--- config.mk ---
export PLATFORM = sky130hd
export DESIGN_NAME = port_pin_override_logic
export DESIGN_NICKNAME = d
export VERILOG_FILES = /design/src/logic/port_override_pkg.sv /design/src/logic/port_pin_override_logic.sv
export SDC_FILE = /design/constraint.sdc
export NUM_CORES = 1
export LEC_CHECK = 0
export BUFFER_PORTS_ARGS = -buffer_cell sky130_fd_sc_hd__buf_2
export CORE_UTILIZATION = 34
export CTS_CLUSTER_DIAMETER = 30
export CTS_CLUSTER_SIZE = 14
export DETAILED_ROUTE_END_ITERATION = 8
export GPL_ROUTABILITY_DRIVEN = 1
export SYNTH_ARGS = -nofsm -noshare
export SYNTH_HDL_FRONTEND = slang
export SYNTH_SLANG_ARGS = --single-unit
--- constraint.sdc ---
create_clock -name core_clk -period 1.77 [get_ports core_clk]
set_input_delay 0.0885 -clock core_clk [delete_from_list [all_inputs] [get_ports core_clk]]
set_output_delay 0.0885 -clock core_clk [all_outputs]
set_load 0.01 [all_outputs]
--- src/logic/port_override_pkg.sv ---
package port_override_pkg;
  // Avalon register map (word byte addresses)
  localparam logic [3:0] DIR_OFFSET      = 4'h0;
  localparam logic [3:0] OUT_OFFSET      = 4'h4;
  localparam logic [3:0] PIN_OFFSET      = 4'h8;
  localparam logic [3:0] CTRL_OFFSET     = 4'hc;
  // Control register fields
  localparam int CTRL_PUD_BIT            = 0;
  localparam int CTRL_SLEEP_MODE_LSB     = 4;
  localparam int CTRL_SLEEP_MODE_W       = 3;
  // Reset values
  localparam logic [7:0] DIR_RESET       = 8'h00;
  localparam logic [7:0] OUT_RESET       = 8'h00;
  localparam logic       PUD_RESET       = 1'b0;
  // Pull-up enable pattern for {dir, out, pud}
  localparam logic [2:0] PULLUP_PATTERN  = 3'b010;
  // Sleep mode encodings
  typedef enum logic [2:0] {
    SLEEP_ACTIVE,
    SLEEP_IDLE,
    SLEEP_ADC_NR,
    SLEEP_POWER_DOWN,
    SLEEP_POWER_SAVE,
    SLEEP_STANDBY
  } sleep_mode_t;
  localparam logic [2:0] SLEEP_RESET     = 3'h0;
endpackage : port_override_pkg

--- src/logic/port_pin_override_logic.sv ---
// Added by the designer: the address map and the Avalon-MM interface to the registers.
`timescale 1ns/1ps
module port_pin_override_logic
  import port_override_pkg::*;
#(
  parameter int PIN_COUNT = 8
) (
  // Clock and reset
  input  wire logic                 core_clk,
  input  wire logic                 rst_n,
  // Avalon-MM slave
  input  wire logic [3:0]           address,
  input  wire logic                 read,
  input  wire logic                 write,
  input  wire logic [31:0]          writedata,
  input  wire logic [3:0]           byteenable,
  output logic      [31:0]          readdata,
  output logic                      waitrequest,
  // Per-pin overrides from alternate-function modules
  input  wire logic [PIN_COUNT-1:0] pullup_override_en,
  input  wire logic [PIN_COUNT-1:0] pullup_override_val,
  input  wire logic [PIN_COUNT-1:0] drive_override_en,
  input  wire logic [PIN_COUNT-1:0] drive_override_val,
  input  wire logic [PIN_COUNT-1:0] level_override_en,
  input  wire logic [PIN_COUNT-1:0] level_override_val,
  input  wire logic [PIN_COUNT-1:0] invert_override_en,
  input  wire logic [PIN_COUNT-1:0] input_gate_override_en,
  input  wire logic [PIN_COUNT-1:0] input_gate_override_val,
  input  wire logic [PIN_COUNT-1:0] ext_int_enable,
  // Pad side
  input  wire logic [PIN_COUNT-1:0] pad_in,
  output logic      [PIN_COUNT-1:0] pad_out,
  output logic      [PIN_COUNT-1:0] pad_oe,
  output logic      [PIN_COUNT-1:0] pad_pullup,
  // To alternate-function modules
  output logic      [PIN_COUNT-1:0] alt_logic_in,
  output logic      [PIN_COUNT-1:0] pin_input_sync,
  output logic                      deep_rest_input_clamp
);

  logic [PIN_COUNT-1:0] dir_bit;
  logic [PIN_COUNT-1:0] out_value_bit;
  logic [PIN_COUNT-1:0] syncStage;
  logic [PIN_COUNT-1:0] pin_input_bit;
  logic                 global_pullup_disable;
  logic [2:0]           sleepMode;
  logic                 busy;

  logic                 clampNow;
  logic [PIN_COUNT-1:0] inputEnable;
  logic [PIN_COUNT-1:0] gatedIn;
  logic [PIN_COUNT-1:0] next_oe;
  logic [PIN_COUNT-1:0] next_out;
  logic [PIN_COUNT-1:0] next_pullup;
  logic                 wrStrobe;
  logic                 rdStrobe;
  logic [PIN_COUNT-1:0] wrData;
  logic                 laneOk;
  logic                 wrDir;
  logic                 wrOut;
  logic                 wrToggle;
  logic                 wrCtrl;
  logic [31:0]          readMux;
  logic                 next_busy;
  logic                 next_wait;

  // Strobes are shared by every pin of the port
  assign wrStrobe = write && busy;
  // Read data is captured on the first cycle so it stands when waitrequest drops
  assign rdStrobe = read && !busy;
  assign wrData   = writedata[PIN_COUNT-1:0];
  assign laneOk   = byteenable[0];
  // Decoded register writes
  assign wrDir    = wrStrobe && laneOk && (address == DIR_OFFSET);
  assign wrOut    = wrStrobe && laneOk && (address == OUT_OFFSET);
  assign wrToggle = wrStrobe && laneOk && (address == PIN_OFFSET);
  assign wrCtrl   = wrStrobe && laneOk && (address == CTRL_OFFSET);

  // Deep-sleep clamp is shared by every pin of the port
  always_comb begin
    clampNow = (sleepMode == SLEEP_POWER_DOWN) ||
               (sleepMode == SLEEP_POWER_SAVE) ||
               (sleepMode == SLEEP_STANDBY);
  end

  // One slice per pin; unused override enables must be tied low by the integrator
  for (genvar p = 0; p < PIN_COUNT; p++) begin : g_pin
    logic pinEnable;
    logic pinGated;
    logic pinOe;
    logic pinLevel;
    logic pinOut;
    logic pinPullup;
    logic plainPullup;

    // Input enable: forced by an alternate function, else awake or interrupt-enabled
    always_comb begin
      if (input_gate_override_en[p]) begin
        pinEnable = input_gate_override_val[p];
      end else if (ext_int_enable[p]) begin
        pinEnable = 1'b1;
      end else begin
        pinEnable = !clampNow;
      end
    end

    // Clamp to ground ahead of the Schmitt trigger; release on wake reads as an edge
    always_comb begin
      pinGated = pad_in[p] && pinEnable;
    end

    // Output driver enable
    always_comb begin
      if (drive_override_en[p]) begin
        pinOe = drive_override_val[p];
      end else begin
        pinOe = dir_bit[p];
      end
    end

    // Driven level
    always_comb begin
      if (level_override_en[p]) begin
        pinLevel = level_override_val[p];
      end else begin
        pinLevel = out_value_bit[p];
      end
    end

    // A disabled driver shows a quiet low
    always_comb begin
      if (pinOe) begin
        pinOut = pinLevel;
      end else begin
        pinOut = 1'b0;
      end
    end

    // Plain pull-up: input pin, output register high, pull-ups not disabled
    always_comb begin
      plainPullup = ({dir_bit[p], out_value_bit[p], global_pullup_disable} == PULLUP_PATTERN);
    end

    always_comb begin
      if (pullup_override_en[p]) begin
        pinPullup = pullup_override_val[p];
      end else begin
        pinPullup = plainPullup;
      end
    end

    assign inputEnable[p] = pinEnable;
    assign gatedIn[p]     = pinGated;
    assign next_oe[p]     = pinOe;
    assign next_out[p]    = pinOut;
    assign next_pullup[p] = pinPullup;
  end

  // One wait state: first cycle of a request asserts waitrequest
  always_comb begin
    next_busy = (read || write) && !busy;
  end

  always_comb begin
    next_wait = !next_busy;
  end

  always_ff @(posedge core_clk) begin
    if (!rst_n) begin
      busy <= 1'b0;
    end else begin
      busy <= next_busy;
    end
  end

  always_ff @(posedge core_clk) begin
    if (!rst_n) begin
      waitrequest <= 1'b1;
    end else begin
      waitrequest <= next_wait;
    end
  end

  always_ff @(posedge core_clk) begin
    if (!rst_n) begin
      dir_bit <= DIR_RESET[PIN_COUNT-1:0];
    end else if (wrDir) begin
      dir_bit <= wrData;
    end
  end

  // Output register: software write, write-one toggle and alternate-function invert
  always_ff @(posedge core_clk) begin
    if (!rst_n) begin
      out_value_bit <= OUT_RESET[PIN_COUNT-1:0];
    end else begin
      for (int i = 0; i < PIN_COUNT; i++) begin
        if (wrOut) begin
          out_value_bit[i] <= wrData[i] ^ invert_override_en[i];
        end else if (wrToggle && wrData[i]) begin
          out_value_bit[i] <= !out_value_bit[i] ^ invert_override_en[i];
        end else if (invert_override_en[i]) begin
          out_value_bit[i] <= !out_value_bit[i];
        end
      end
    end
  end

  always_ff @(posedge core_clk) begin
    if (!rst_n) begin
      global_pullup_disable <= PUD_RESET;
    end else if (wrCtrl) begin
      global_pullup_disable <= writedata[CTRL_PUD_BIT];
    end
  end

  always_ff @(posedge core_clk) begin
    if (!rst_n) begin
      sleepMode <= SLEEP_RESET;
    end else if (wrCtrl) begin
      sleepMode <= writedata[CTRL_SLEEP_MODE_LSB +: CTRL_SLEEP_MODE_W];
    end
  end

  // Port synchroniser: only the second stage is read
  always_ff @(posedge core_clk) begin
    if (!rst_n) begin
      syncStage <= '0;
    end else begin
      syncStage <= gatedIn;
    end
  end

  always_ff @(posedge core_clk) begin
    if (!rst_n) begin
      pin_input_bit <= '0;
    end else begin
      pin_input_bit <= syncStage;
    end
  end

  // Register read mux; unmapped offsets read as zero
  always_comb begin
    case (address)
      DIR_OFFSET:  readMux = 32'(dir_bit);
      OUT_OFFSET:  readMux = 32'(out_value_bit);
      PIN_OFFSET:  readMux = 32'(pin_input_bit);
      CTRL_OFFSET: readMux = 32'({sleepMode, 3'h0, global_pullup_disable});
      default:     readMux = 32'h0000_0000;
    endcase
  end

  always_ff @(posedge core_clk) begin
    if (!rst_n) begin
      readdata <= 32'h0000_0000;
    end else if (rdStrobe) begin
      readdata <= readMux;
    end
  end

  // Pads come up tri-stated with pull-ups off during reset
  always_ff @(posedge core_clk) begin
    if (!rst_n) begin
      pad_oe <= '0;
    end else begin
      pad_oe <= next_oe;
    end
  end

  always_ff @(posedge core_clk) begin
    if (!rst_n) begin
      pad_out <= '0;
    end else begin
      pad_out <= next_out;
    end
  end

  // Pull-ups follow the override or the plain pattern
  always_ff @(posedge core_clk) begin
    if (!rst_n) begin
      pad_pullup <= '0;
    end else begin
      pad_pullup <= next_pullup;
    end
  end

  // Gated pad level ahead of the port synchroniser; peripherals synchronise it
  always_ff @(posedge core_clk) begin
    if (!rst_n) begin
      alt_logic_in <= '0;
    end else begin
      alt_logic_in <= gatedIn;
    end
  end

  always_ff @(posedge core_clk) begin
    if (!rst_n) begin
      pin_input_sync <= '0;
    end else begin
      pin_input_sync <= pin_input_bit;
    end
  end

  always_ff @(posedge core_clk) begin
    if (!rst_n) begin
      deep_rest_input_clamp <= 1'b0;
    end else begin
      deep_rest_input_clamp <= clampNow;
    end
  end

  // Analog link is a pad wire outside this block, no gating here

endmodule : port_pin_override_logic

==> run metrics, run 1 <==
result of the run complete, no violations; Critical Path RT between 2000 and 2500 ps; H-tree depth 3; largest net degree at the start of global routing 55; CP delay by family, top buffers and inverters; chip height 110 um; nets around 730; initial DRC count ~210; Synth Flop Type dfxtp_1; Post-Synthesis Cell Area around 4000 um2; Worst-Skew Late Latency between 300 and 400 ps; # clock sinks 79; most frequent cells in the layout buf_2, dfxtp_1, nor2b_1, mux2i_1, conb_1; I/O Buffers 154; VDD IR max between 0.5 and 0.6 mV; hpwl dp around 8000 um; Hold Crit Start pullup_override_val[0]; Post-synth ARST share 0; synth warn 0; Final Hold Viols 0; number of vias per cell roughly 5; DP Worst Slack around 110 ps; sequential cell area around 1600 um2; CP startpoint kind flip-flop; RSZ-0062 raised after global routing no; Synth Register Bits between 70 and 80; fill count about 1.1k; syn_area_per_cell approximately 9.4 um2; Pwr Density 857 nW/um2; area delta synth->final 34.2%; Max Cap Violations 0; Seq/Total Area, Yosys 0.398; Min Hold Slack just under 10 ps; Final ANT Viol Nets 0; initial antenna violation count 1; Max Fclk around 630 MHz; FP Rows 39; DRT Pass-1 Iters 4; fraction of layout cells with a size suffix above 1 0.319; Max transition margin 0.548; number of max-slew violations in the final report 0; Tcrit/Tclk final 0.896; final worst path period need about 1600 ps; Max Root-Sink Buffers 2; clk root buf clkbuf_16; Multi-input gate area between 2000 and 2500 um2; endpoints failing setup 0; Static Leakage around 2.5 nW; io pins between 200 and 250; Post-synth EDFFs 0; TritonCTS clock tree yes; Post-Synthesis Cells 422; Num CTS Buffers 9; WL/cell 14.9 um; post-CTS setup buffers 0; WL final ~11000 um; CP cell instances nand2_1, mux2i_1, buf_4, a221oi_1, dlygate4sd3_1; post-route setup slack ~180 ps; Initial Utilization 0.348; first-pass GRT wire length about 16000 um; Overflow after GRT 0; Arr. time, crit path around 1900 ps; type of the worst setup path reg2reg; worst reg2reg startpoint sleepMode[1]; gr usage total 0.178; Hold/Removal Path Class in2reg; Yosys cell types 35; final setup TNS 0 ps; number of global-route vias before repair around 3.3k; Buf/Inv on CP 2; RePlAce Congestion ~0.73; Reg clk slew, reported paths ~60 ps; crit path max fanout 9; worst slew pin tran between 600 and 700 ps; Horiz. Die Dim ~110 um; die area roughly 12000 um2; slowest CP cell dlygate4sd3_1; Setup crit start sleepMode[1]; CP Capture Type flip-flop; CP max stage delay between 500 and 600 ps; most common cell after layout, fill and taps aside buf_2; Clock Skew roughly 7.7 ps; Vias approximately 3.7k; core area between 10000 and 15000 um2; Residual DRC 0
state kept, by name, summed over array words and instances, names as in the netlist, 8 cells and up:
signal and flops:
pad_pullup 8, pad_oe 8, out_value_bit 8, pin_input_bit 8, pin_input_sync 8, dir_bit 8, pad_out 8, alt_logic_in 8
readdata 8
cell usage after synthesis, drive strengths merged, types with 9 or more instances:
library cell	number	area, um2
nand2	17	63.8
nor3	9	50.1
dfxtp	79	1580
buf	33	229
mux2i	33	330
nand3b	16	120
nor2	9	33.8
and2	18	113
clkbuf	18	67.6
nor2b	53	332
inv	10	37.5
nor3b	16	120
o21ai	16	80.1
a22oi	16	120
what timing repair did:
action | in CTS | in global routing
resized for setup | 0 | 1
endpoints found under the setup margin | 0 | 8
endpoints found under the hold margin | 11 | 0
hold buffers | 19 | 0
worst register-to-register path, stage by stage (launching register included):
cell and delay (ps):
dfxtp_1 340, nand2_1 70, mux2i_1 60, buf_4 180
a221oi_1 290, dlygate4sd3_1 590
where the power goes:
| part | switching [mW] | internal [mW] |
|---|---|---|
| combinational | 0.340 | 0.371 |
| sequential | 0.108 | 1.88 |
| clock | 0.745 | 1.13 |
| total | 1.19 | 3.38 |
final cells by class:
class                   count  share of cell area
multi-input cells         305               0.402
flip-flops and latches     79               0.296
repair buffers            189               0.203
clock buffers              10              0.0448
well taps                 143              0.0335
clock inverters             6              0.0127
inverters                  10             0.00703
diodes                      1            0.000469
worst paths after layout:
| check | endpoint | depth (start not counted) | slack, ps |
|---|---|---|---|
| setup / recovery | alt_logic_in[2] | 5 | 180 |
| hold / removal | pad_pullup[0] | 3 | 10 |
| setup reg to reg | alt_logic_in[2] | 5 | 180 |
| hold reg to reg | pin_input_bit[4] | 1 | 460 |
kinds of logic (layout without fill, tap and decap cells):
kind of cell | Yosys count | after routing | synth area share
compound gates | 77 | 77 | 0.139
buf+inv | 61 | 215 | 0.0840
flops | 79 | 79 | 0.398
mux | 37 | 37 | 0.106
other cells | 1 | 25 | 0.000943
simple gates | 167 | 167 | 0.272
metal layers:
layer  part of all wire  routed length (um)  global-route usage  vias up
met2               0.48                5350               0.304      142
met3              0.079                 876              0.0441       15
met5                  0                   0                   0        -
met1               0.42                4620               0.206     1701
li1                   -                   -                   -     1827
met4              0.021                 227              0.0874        0
through the flow:
| step | area, um2 | instances | utilization | power (mW) |
|---|---|---|---|---|
| global placement | 4830 | 707 | 0.423 | 2.67 |
| floorplan | 4060 | 445 | - | 2.43 |
| CTS | 5330 | 742 | 0.467 | 4.61 |
| global route | 5330 | 742 | 0.467 | 4.79 |
| finish | 5340 | 743 | 0.467 | 4.57 |
| detailed placement | 4830 | 707 | 0.423 | 2.70 |
Power figures use the tool's default switching activity.
==> run 2: changes to the inputs <==
- RECOVER_POWER: default -> 50
==> run metrics, run 2 (same netlist as run 1, synthesis figures left out) <==
hold depth 3 (unchanged); Buf/Inv on CP 2 (unchanged); crit path max fanout 9 (unchanged); number of vias per cell 4.99 (+0.65%); number of max-slew violations in the final report 0 (unchanged); Horiz. Die Dim 110 um (unchanged); # clock sinks 79 (unchanged); Pwr Density 864 nW/um2 (+0.79%); H-tree depth 3 (unchanged); fill count 1094 (+1.7%); Final ANT Viol Nets 0 (unchanged); final setup TNS 0 ps (unchanged); Vias 3709 (+0.65%); number of global-route vias before repair 3322 (unchanged); Static Leakage 2.36 nW (-6.0%); endpoints failing setup 0 (unchanged); TritonCTS clock tree yes; initial DRC count 205 (-3.8%); slowest CP cell dlygate4sd3_1; worst reg-to-reg setup slack 180 ps (about the same); hpwl dp 7960 um (unchanged); Clock power frac 0.412 (about the same); fraction of layout cells with a size suffix above 1 0.257 (-0.0618); P_int 3.37 mW (-0.35%); die area 12100 um2 (unchanged); Worst-Skew Late Latency 340 ps (about the same); CP cell instances nand2_1, mux2i_1, buf_4, a221oi_1, dlygate4sd3_1; Final Non-Filler Cells 743 (unchanged); Comb pwr share 0.153 (-0.002); I/O Buffers 154 (unchanged); Clock Skew 8.81 ps (+1.14 ps); Max Cap Violations 0 (unchanged); CP Capture Type flip-flop; Switch Pwr 1.20 mW (+0.31%); Arr. time, crit path 1870 ps (about the same); Residual DRC 0 (unchanged); RePlAce Congestion 0.732 (unchanged); worst slew pin tran 683 ps (+4.52 ps); Hold/Removal Path Class in2reg; CP startpoint kind flip-flop; Overflow after GRT 0 (unchanged); worst r2r path cells 5 (unchanged); Max transition margin 0.545 (-0.00302); CP delay by family, top buffers and inverters; WL/cell 15.0 um (+0.55%); clk root buf clkbuf_16; final worst path period need 1590 ps (+2.70 ps); Seq pwr share 0.435 (about the same); hold path endpoint pad_pullup[0]; # placed instances 707 (unchanged); VDD IR max 0.564 mV (-0.70%); gr usage total 0.178 (unchanged); Critical Path RT 2050 ps (about the same); type of the worst setup path reg2reg; result of the run complete, no violations; first-pass GRT wire length 16100 um (unchanged); Sw Ratio 0.262 (+0.00127); largest net degree at the start of global routing 55 (unchanged); worst reg2reg path endpoint alt_logic_in[2]; area delta synth->final 33.0%; Tcrit/Tclk final 0.897 (+0.00152); nets 726 (unchanged); Num CTS Buffers 9 (unchanged); Max Fclk 630 MHz (-0.17%); CP max stage delay 590 ps (about the same); Final Hold Viols 0 (unchanged); most frequent cells in the layout buf_2, dfxtp_1, nor2b_1, clkbuf_1, mux2i_1; cell count along the critical path 5 (unchanged); worst reg2reg startpoint sleepMode[1]; Max Root-Sink Buffers 2 (unchanged); post-CTS setup buffers 0 (unchanged); WL final 11100 um (+0.55%); initial antenna violation count 1 (unchanged); chip height 110 um (unchanged); Reg clk slew, reported paths 60 ps (about the same); core area 11400 um2 (unchanged); io pins 206 (unchanged); Initial Utilization 0.348 (unchanged); most common cell after layout, fill and taps aside buf_2; RSZ-0062 raised after global routing no; DRT Pass-1 Iters 4 (unchanged); FP Rows 39 (unchanged); Hold Crit Start pullup_override_val[0]
## run 2: changes by cell type in the layout (fill, tap and decap cells not counted)
cell / change
and2_0: +4
and2_1: -4
buf_2: -35
clkbuf_1: +37
buf_4: -2
## run 2: metal layers
metal	part of all wire	GRT usage	routed length (um)	vias up
met5	0	0	0	-
met1	0.42	0.206	4720	1715
li1	-	-	-	1830
met3	0.078	0.0441	870	14
met2	0.48	0.304	5330	150
met4	0.019	0.0874	209	0
## run 2: area by class of cell
cell class                 instances  area, um2  share of cell area
clock inverter                     6       67.6              0.0128
antenna                            1       2.50            0.000473
sequential                        79       1580               0.299
inverter                          10       37.5             0.00710
clock buffer                      10        239              0.0452
tap                              143        179              0.0339
timing repair buffer             189       1030               0.195
multi-input combinational        305       2150               0.406
## run 2: what timing repair did
item,4_1_cts,5_1_grt
hold buffers,19,0
endpoints found under the setup margin,0,8
resized for setup,0,1
hold endpoints to repair,11,0
## run 2: metrics by stage
| step | utilization | cell area (um2) | power [mW] | hold slack [ps] | setup WS (ps) |
|---|---|---|---|---|---|
| finish | 0.463 | 5290 | 4.57 | 12.8 | 182 |
| global route | 0.463 | 5280 | 4.78 | 14.3 | 111 |
| CTS | 0.467 | 5330 | 4.61 | 1.46 | 89.0 |
| detailed placement | 0.423 | 4830 | 2.70 | 301 | 111 |
| global placement | 0.423 | 4830 | 2.67 | 299 | 205 |
| floorplan | - | 4060 | 2.43 | 196 | 367 |
## run 2: how the worst max path moves through the flow
stage	start	endpoint	slack [ps]
final	sleepMode[1]	alt_logic_in[2]	180
after global routing	sleepMode[1]	alt_logic_in[2]	110
after CTS	rst_n	alt_logic_in[4]	90
after detailed placement	address[3]	out_value_bit[3]	110
after global placement	address[3]	out_value_bit[6]	210
after floorplan	busy	dir_bit[0]	370
## run 2: power by group through the flow
| stage | combinational, mW | clock [mW] | sequential, mW |
|---|---|---|---|
| detailed placement | 0.674 | 0 | 2.02 |
| global route | 0.779 | 2.00 | 2.00 |
| finish | 0.699 | 1.88 | 1.99 |
| CTS | 0.708 | 1.92 | 1.98 |
| floorplan | 0.430 | 0 | 2.00 |
| global placement | 0.657 | 0 | 2.02 |
## run 2: worst min-delay path, stage by stage
cell	delay [ps]
buf_2	80
a21oi_1	50
nor2b_1	90
==> run 3: changes to the inputs <==
- CELL_PAD_IN_SITES_DETAIL_PLACEMENT: default -> 1
- CELL_PAD_IN_SITES_GLOBAL_PLACEMENT: default -> 2
- CORE_UTILIZATION: 34 -> 25
- MAX_ROUTING_LAYER: default -> met4
- PLACE_DENSITY_LB_ADDON: default -> 0.1
==> run metrics, run 3 (same netlist as run 1, synthesis figures left out) <==
ANT cells 0 (-1); worst reg-to-reg setup slack 220 ps (+40 ps); Min Hold Slack 9.78 ps (-2.98 ps); worst reg2reg path endpoint alt_logic_in[6]; number of global-route vias before repair 3840 (+16%); Pwr Density 827 nW/um2 (-4.2%); CP Capture Type flip-flop; Final Hold Viols 0 (unchanged); Resized Gates After CTS 0 (unchanged); Max transition margin 0.643 (+0.0977); RSZ-0062 raised after global routing no; most frequent cells in the layout buf_2, dfxtp_1, nor2b_1, clkbuf_1, mux2i_1; first-pass GRT wire length 19800 um (+23%); TritonCTS clock tree yes; FP Rows 45 (+15%); Power Total 4.45 mW (-2.5%); DP Worst Slack 115 ps (+4.36 ps); # placed instances 777 (+9.9%); largest net degree at the start of global routing 34 (-38%); Multi-input gate area 2150 um2 (unchanged); worst slew pin tran 533 ps (-150 ps); WL/cell 16.0 um (+6.7%); sequential cell area 1580 um2 (unchanged); endpoints failing setup 0 (unchanged); hold depth 3 (unchanged); fill count 1872 (+71%); core area 15400 um2 (+35%); VDD IR max 0.414 mV (-27%); # clock sinks 79 (unchanged); RePlAce Congestion 0.760 (+3.9%); Residual DRC 0 (unchanged); number of vias per cell 4.60 (-7.8%); Sw Ratio 0.272 (+0.00987); result of the run complete, no violations; hpwl dp 9980 um (+25%); Max Cap Violations 0 (unchanged); CP cell instances mux2i_1, buf_4, a221oi_1, dlygate4sd3_1; Horiz. Die Dim 128 um (+16%); Initial Utilization 0.259 (-0.0895); Comb pwr share 0.162 (+0.009); Final Non-Filler Cells 812 (+9.3%); number of max-slew violations in the final report 0 (unchanged); io pins 206 (unchanged); die area 16400 um2 (+35%); nets 728 (+0.28%); most common cell after layout, fill and taps aside buf_2; post-route setup slack 223 ps (+41.5 ps); crit path max fanout 9 (unchanged); dpl cell area 4960 um2 (+2.6%); I/O Buffers 154 (unchanged); Max Fclk 647 MHz (+2.7%); WL final 13000 um (+17%); Switch Pwr 1.21 mW (+1.2%); Num CTS Buffers 9 (unchanged); Buf/Inv on CP 2 (unchanged); hold path endpoint pad_pullup[6]; Arr. time, crit path 1820 ps (-50 ps); Seq pwr share 0.450 (+0.015); clk root buf clkbuf_16; Clock Skew 6.41 ps (-2.41 ps); chip height 128 um (+16%); Vias 3739 (+0.81%); initial antenna violation count 0 (-1); DRT Pass-1 Iters 5 (+1); Reg clk slew, reported paths 60 ps (about the same); Critical Path RT 2050 ps (about the same); worst reg2reg startpoint sleepMode[1]; worst r2r path cells 4 (-1); type of the worst setup path reg2reg; fraction of layout cells with a size suffix above 1 0.256 (-0.000856); initial DRC count 103 (-50%); Final Cell Area 5380 um2 (+1.8%); final setup TNS 0 ps (unchanged); slowest CP cell dlygate4sd3_1; Tcrit/Tclk final 0.874 (-0.0234); cell count along the critical path 4 (-1); gr usage total 0.164 (-0.0131); Max Root-Sink Buffers 2 (unchanged); Final ANT Viol Nets 0 (unchanged); CP delay by family, top buffers and inverters; Overflow after GRT 0 (unchanged); CP max stage delay 570 ps (-20 ps); Static Leakage 2.37 nW (+0.26%); post-layout util 0.350 (-0.113); P_int 3.24 mW (-3.8%); Worst-Skew Late Latency 340 ps (about the same); H-tree depth 3 (unchanged); Hold/Removal Path Class in2reg; area delta synth->final 35.3%; final worst path period need 1550 ps (-41.5 ps); Hold Crit Start pullup_override_val[6]; Clock power frac 0.388 (-0.024); CP startpoint kind flip-flop
==> run 3: cell types whose count changed in the layout (fill, tap and decap cells not counted), sizes merged <==
cell / before / now
clkbuf: 48 / 49
clkinvlp: 2 / 1
buf: 132 / 135
diode: 1 / 0
bufinv: 1 / 0
==> run 3: cell type report <==
| cell class | instances | share of cell area |
|---|---|---|
| multi-input combinational | 305 | 0.399 |
| inverter | 10 | 0.00698 |
| sequential | 79 | 0.294 |
| clock buffer | 12 | 0.0458 |
| tap | 211 | 0.0491 |
| clock inverter | 4 | 0.00558 |
| timing repair buffer | 191 | 0.200 |
==> run 3: repair_timing <==
item	in CTS	in global routing
setup buffers	0	0
hold buffers	19	0
hold endpoints to repair	11	0
==> run 3: how the worst max path moves through the flow <==
stage	from	end	slack [ps]
finish	sleepMode[1]	alt_logic_in[6]	220
CTS	sleepMode[2]	alt_logic_in[7]	220
global placement	address[3]	out_value_bit[2]	180
floorplan	busy	dir_bit[0]	370
detailed placement	address[3]	out_value_bit[2]	120
global route	sleepMode[1]	alt_logic_in[0]	110
==> run 3: layer usage <==
| metal | track usage | share of wire |
|---|---|---|
| met1 | 0.200 | 0.46 |
| met2 | 0.273 | 0.49 |
| met3 | 0.0367 | 0.042 |
| met4 | 0.0436 | 0.0092 |
| met5 | - | 0 |
==> run 3: worst reg2reg max path: stages, from the launching register on <==
cell and delay (ps):
dfxtp_1 390, mux2i_1 100, buf_4 180, a221oi_1 250, dlygate4sd3_1 570
==> run 3: power by group through the flow <==
stage | clock (mW) | combinational, mW | sequential, mW
final | 1.73 | 0.723 | 2.00
after global routing | 1.87 | 0.805 | 2.02
after CTS | 1.79 | 0.743 | 2.01
after detailed placement | 0 | 0.709 | 2.05
after global placement | 0 | 0.695 | 2.04
after floorplan | 0 | 0.430 | 2.00
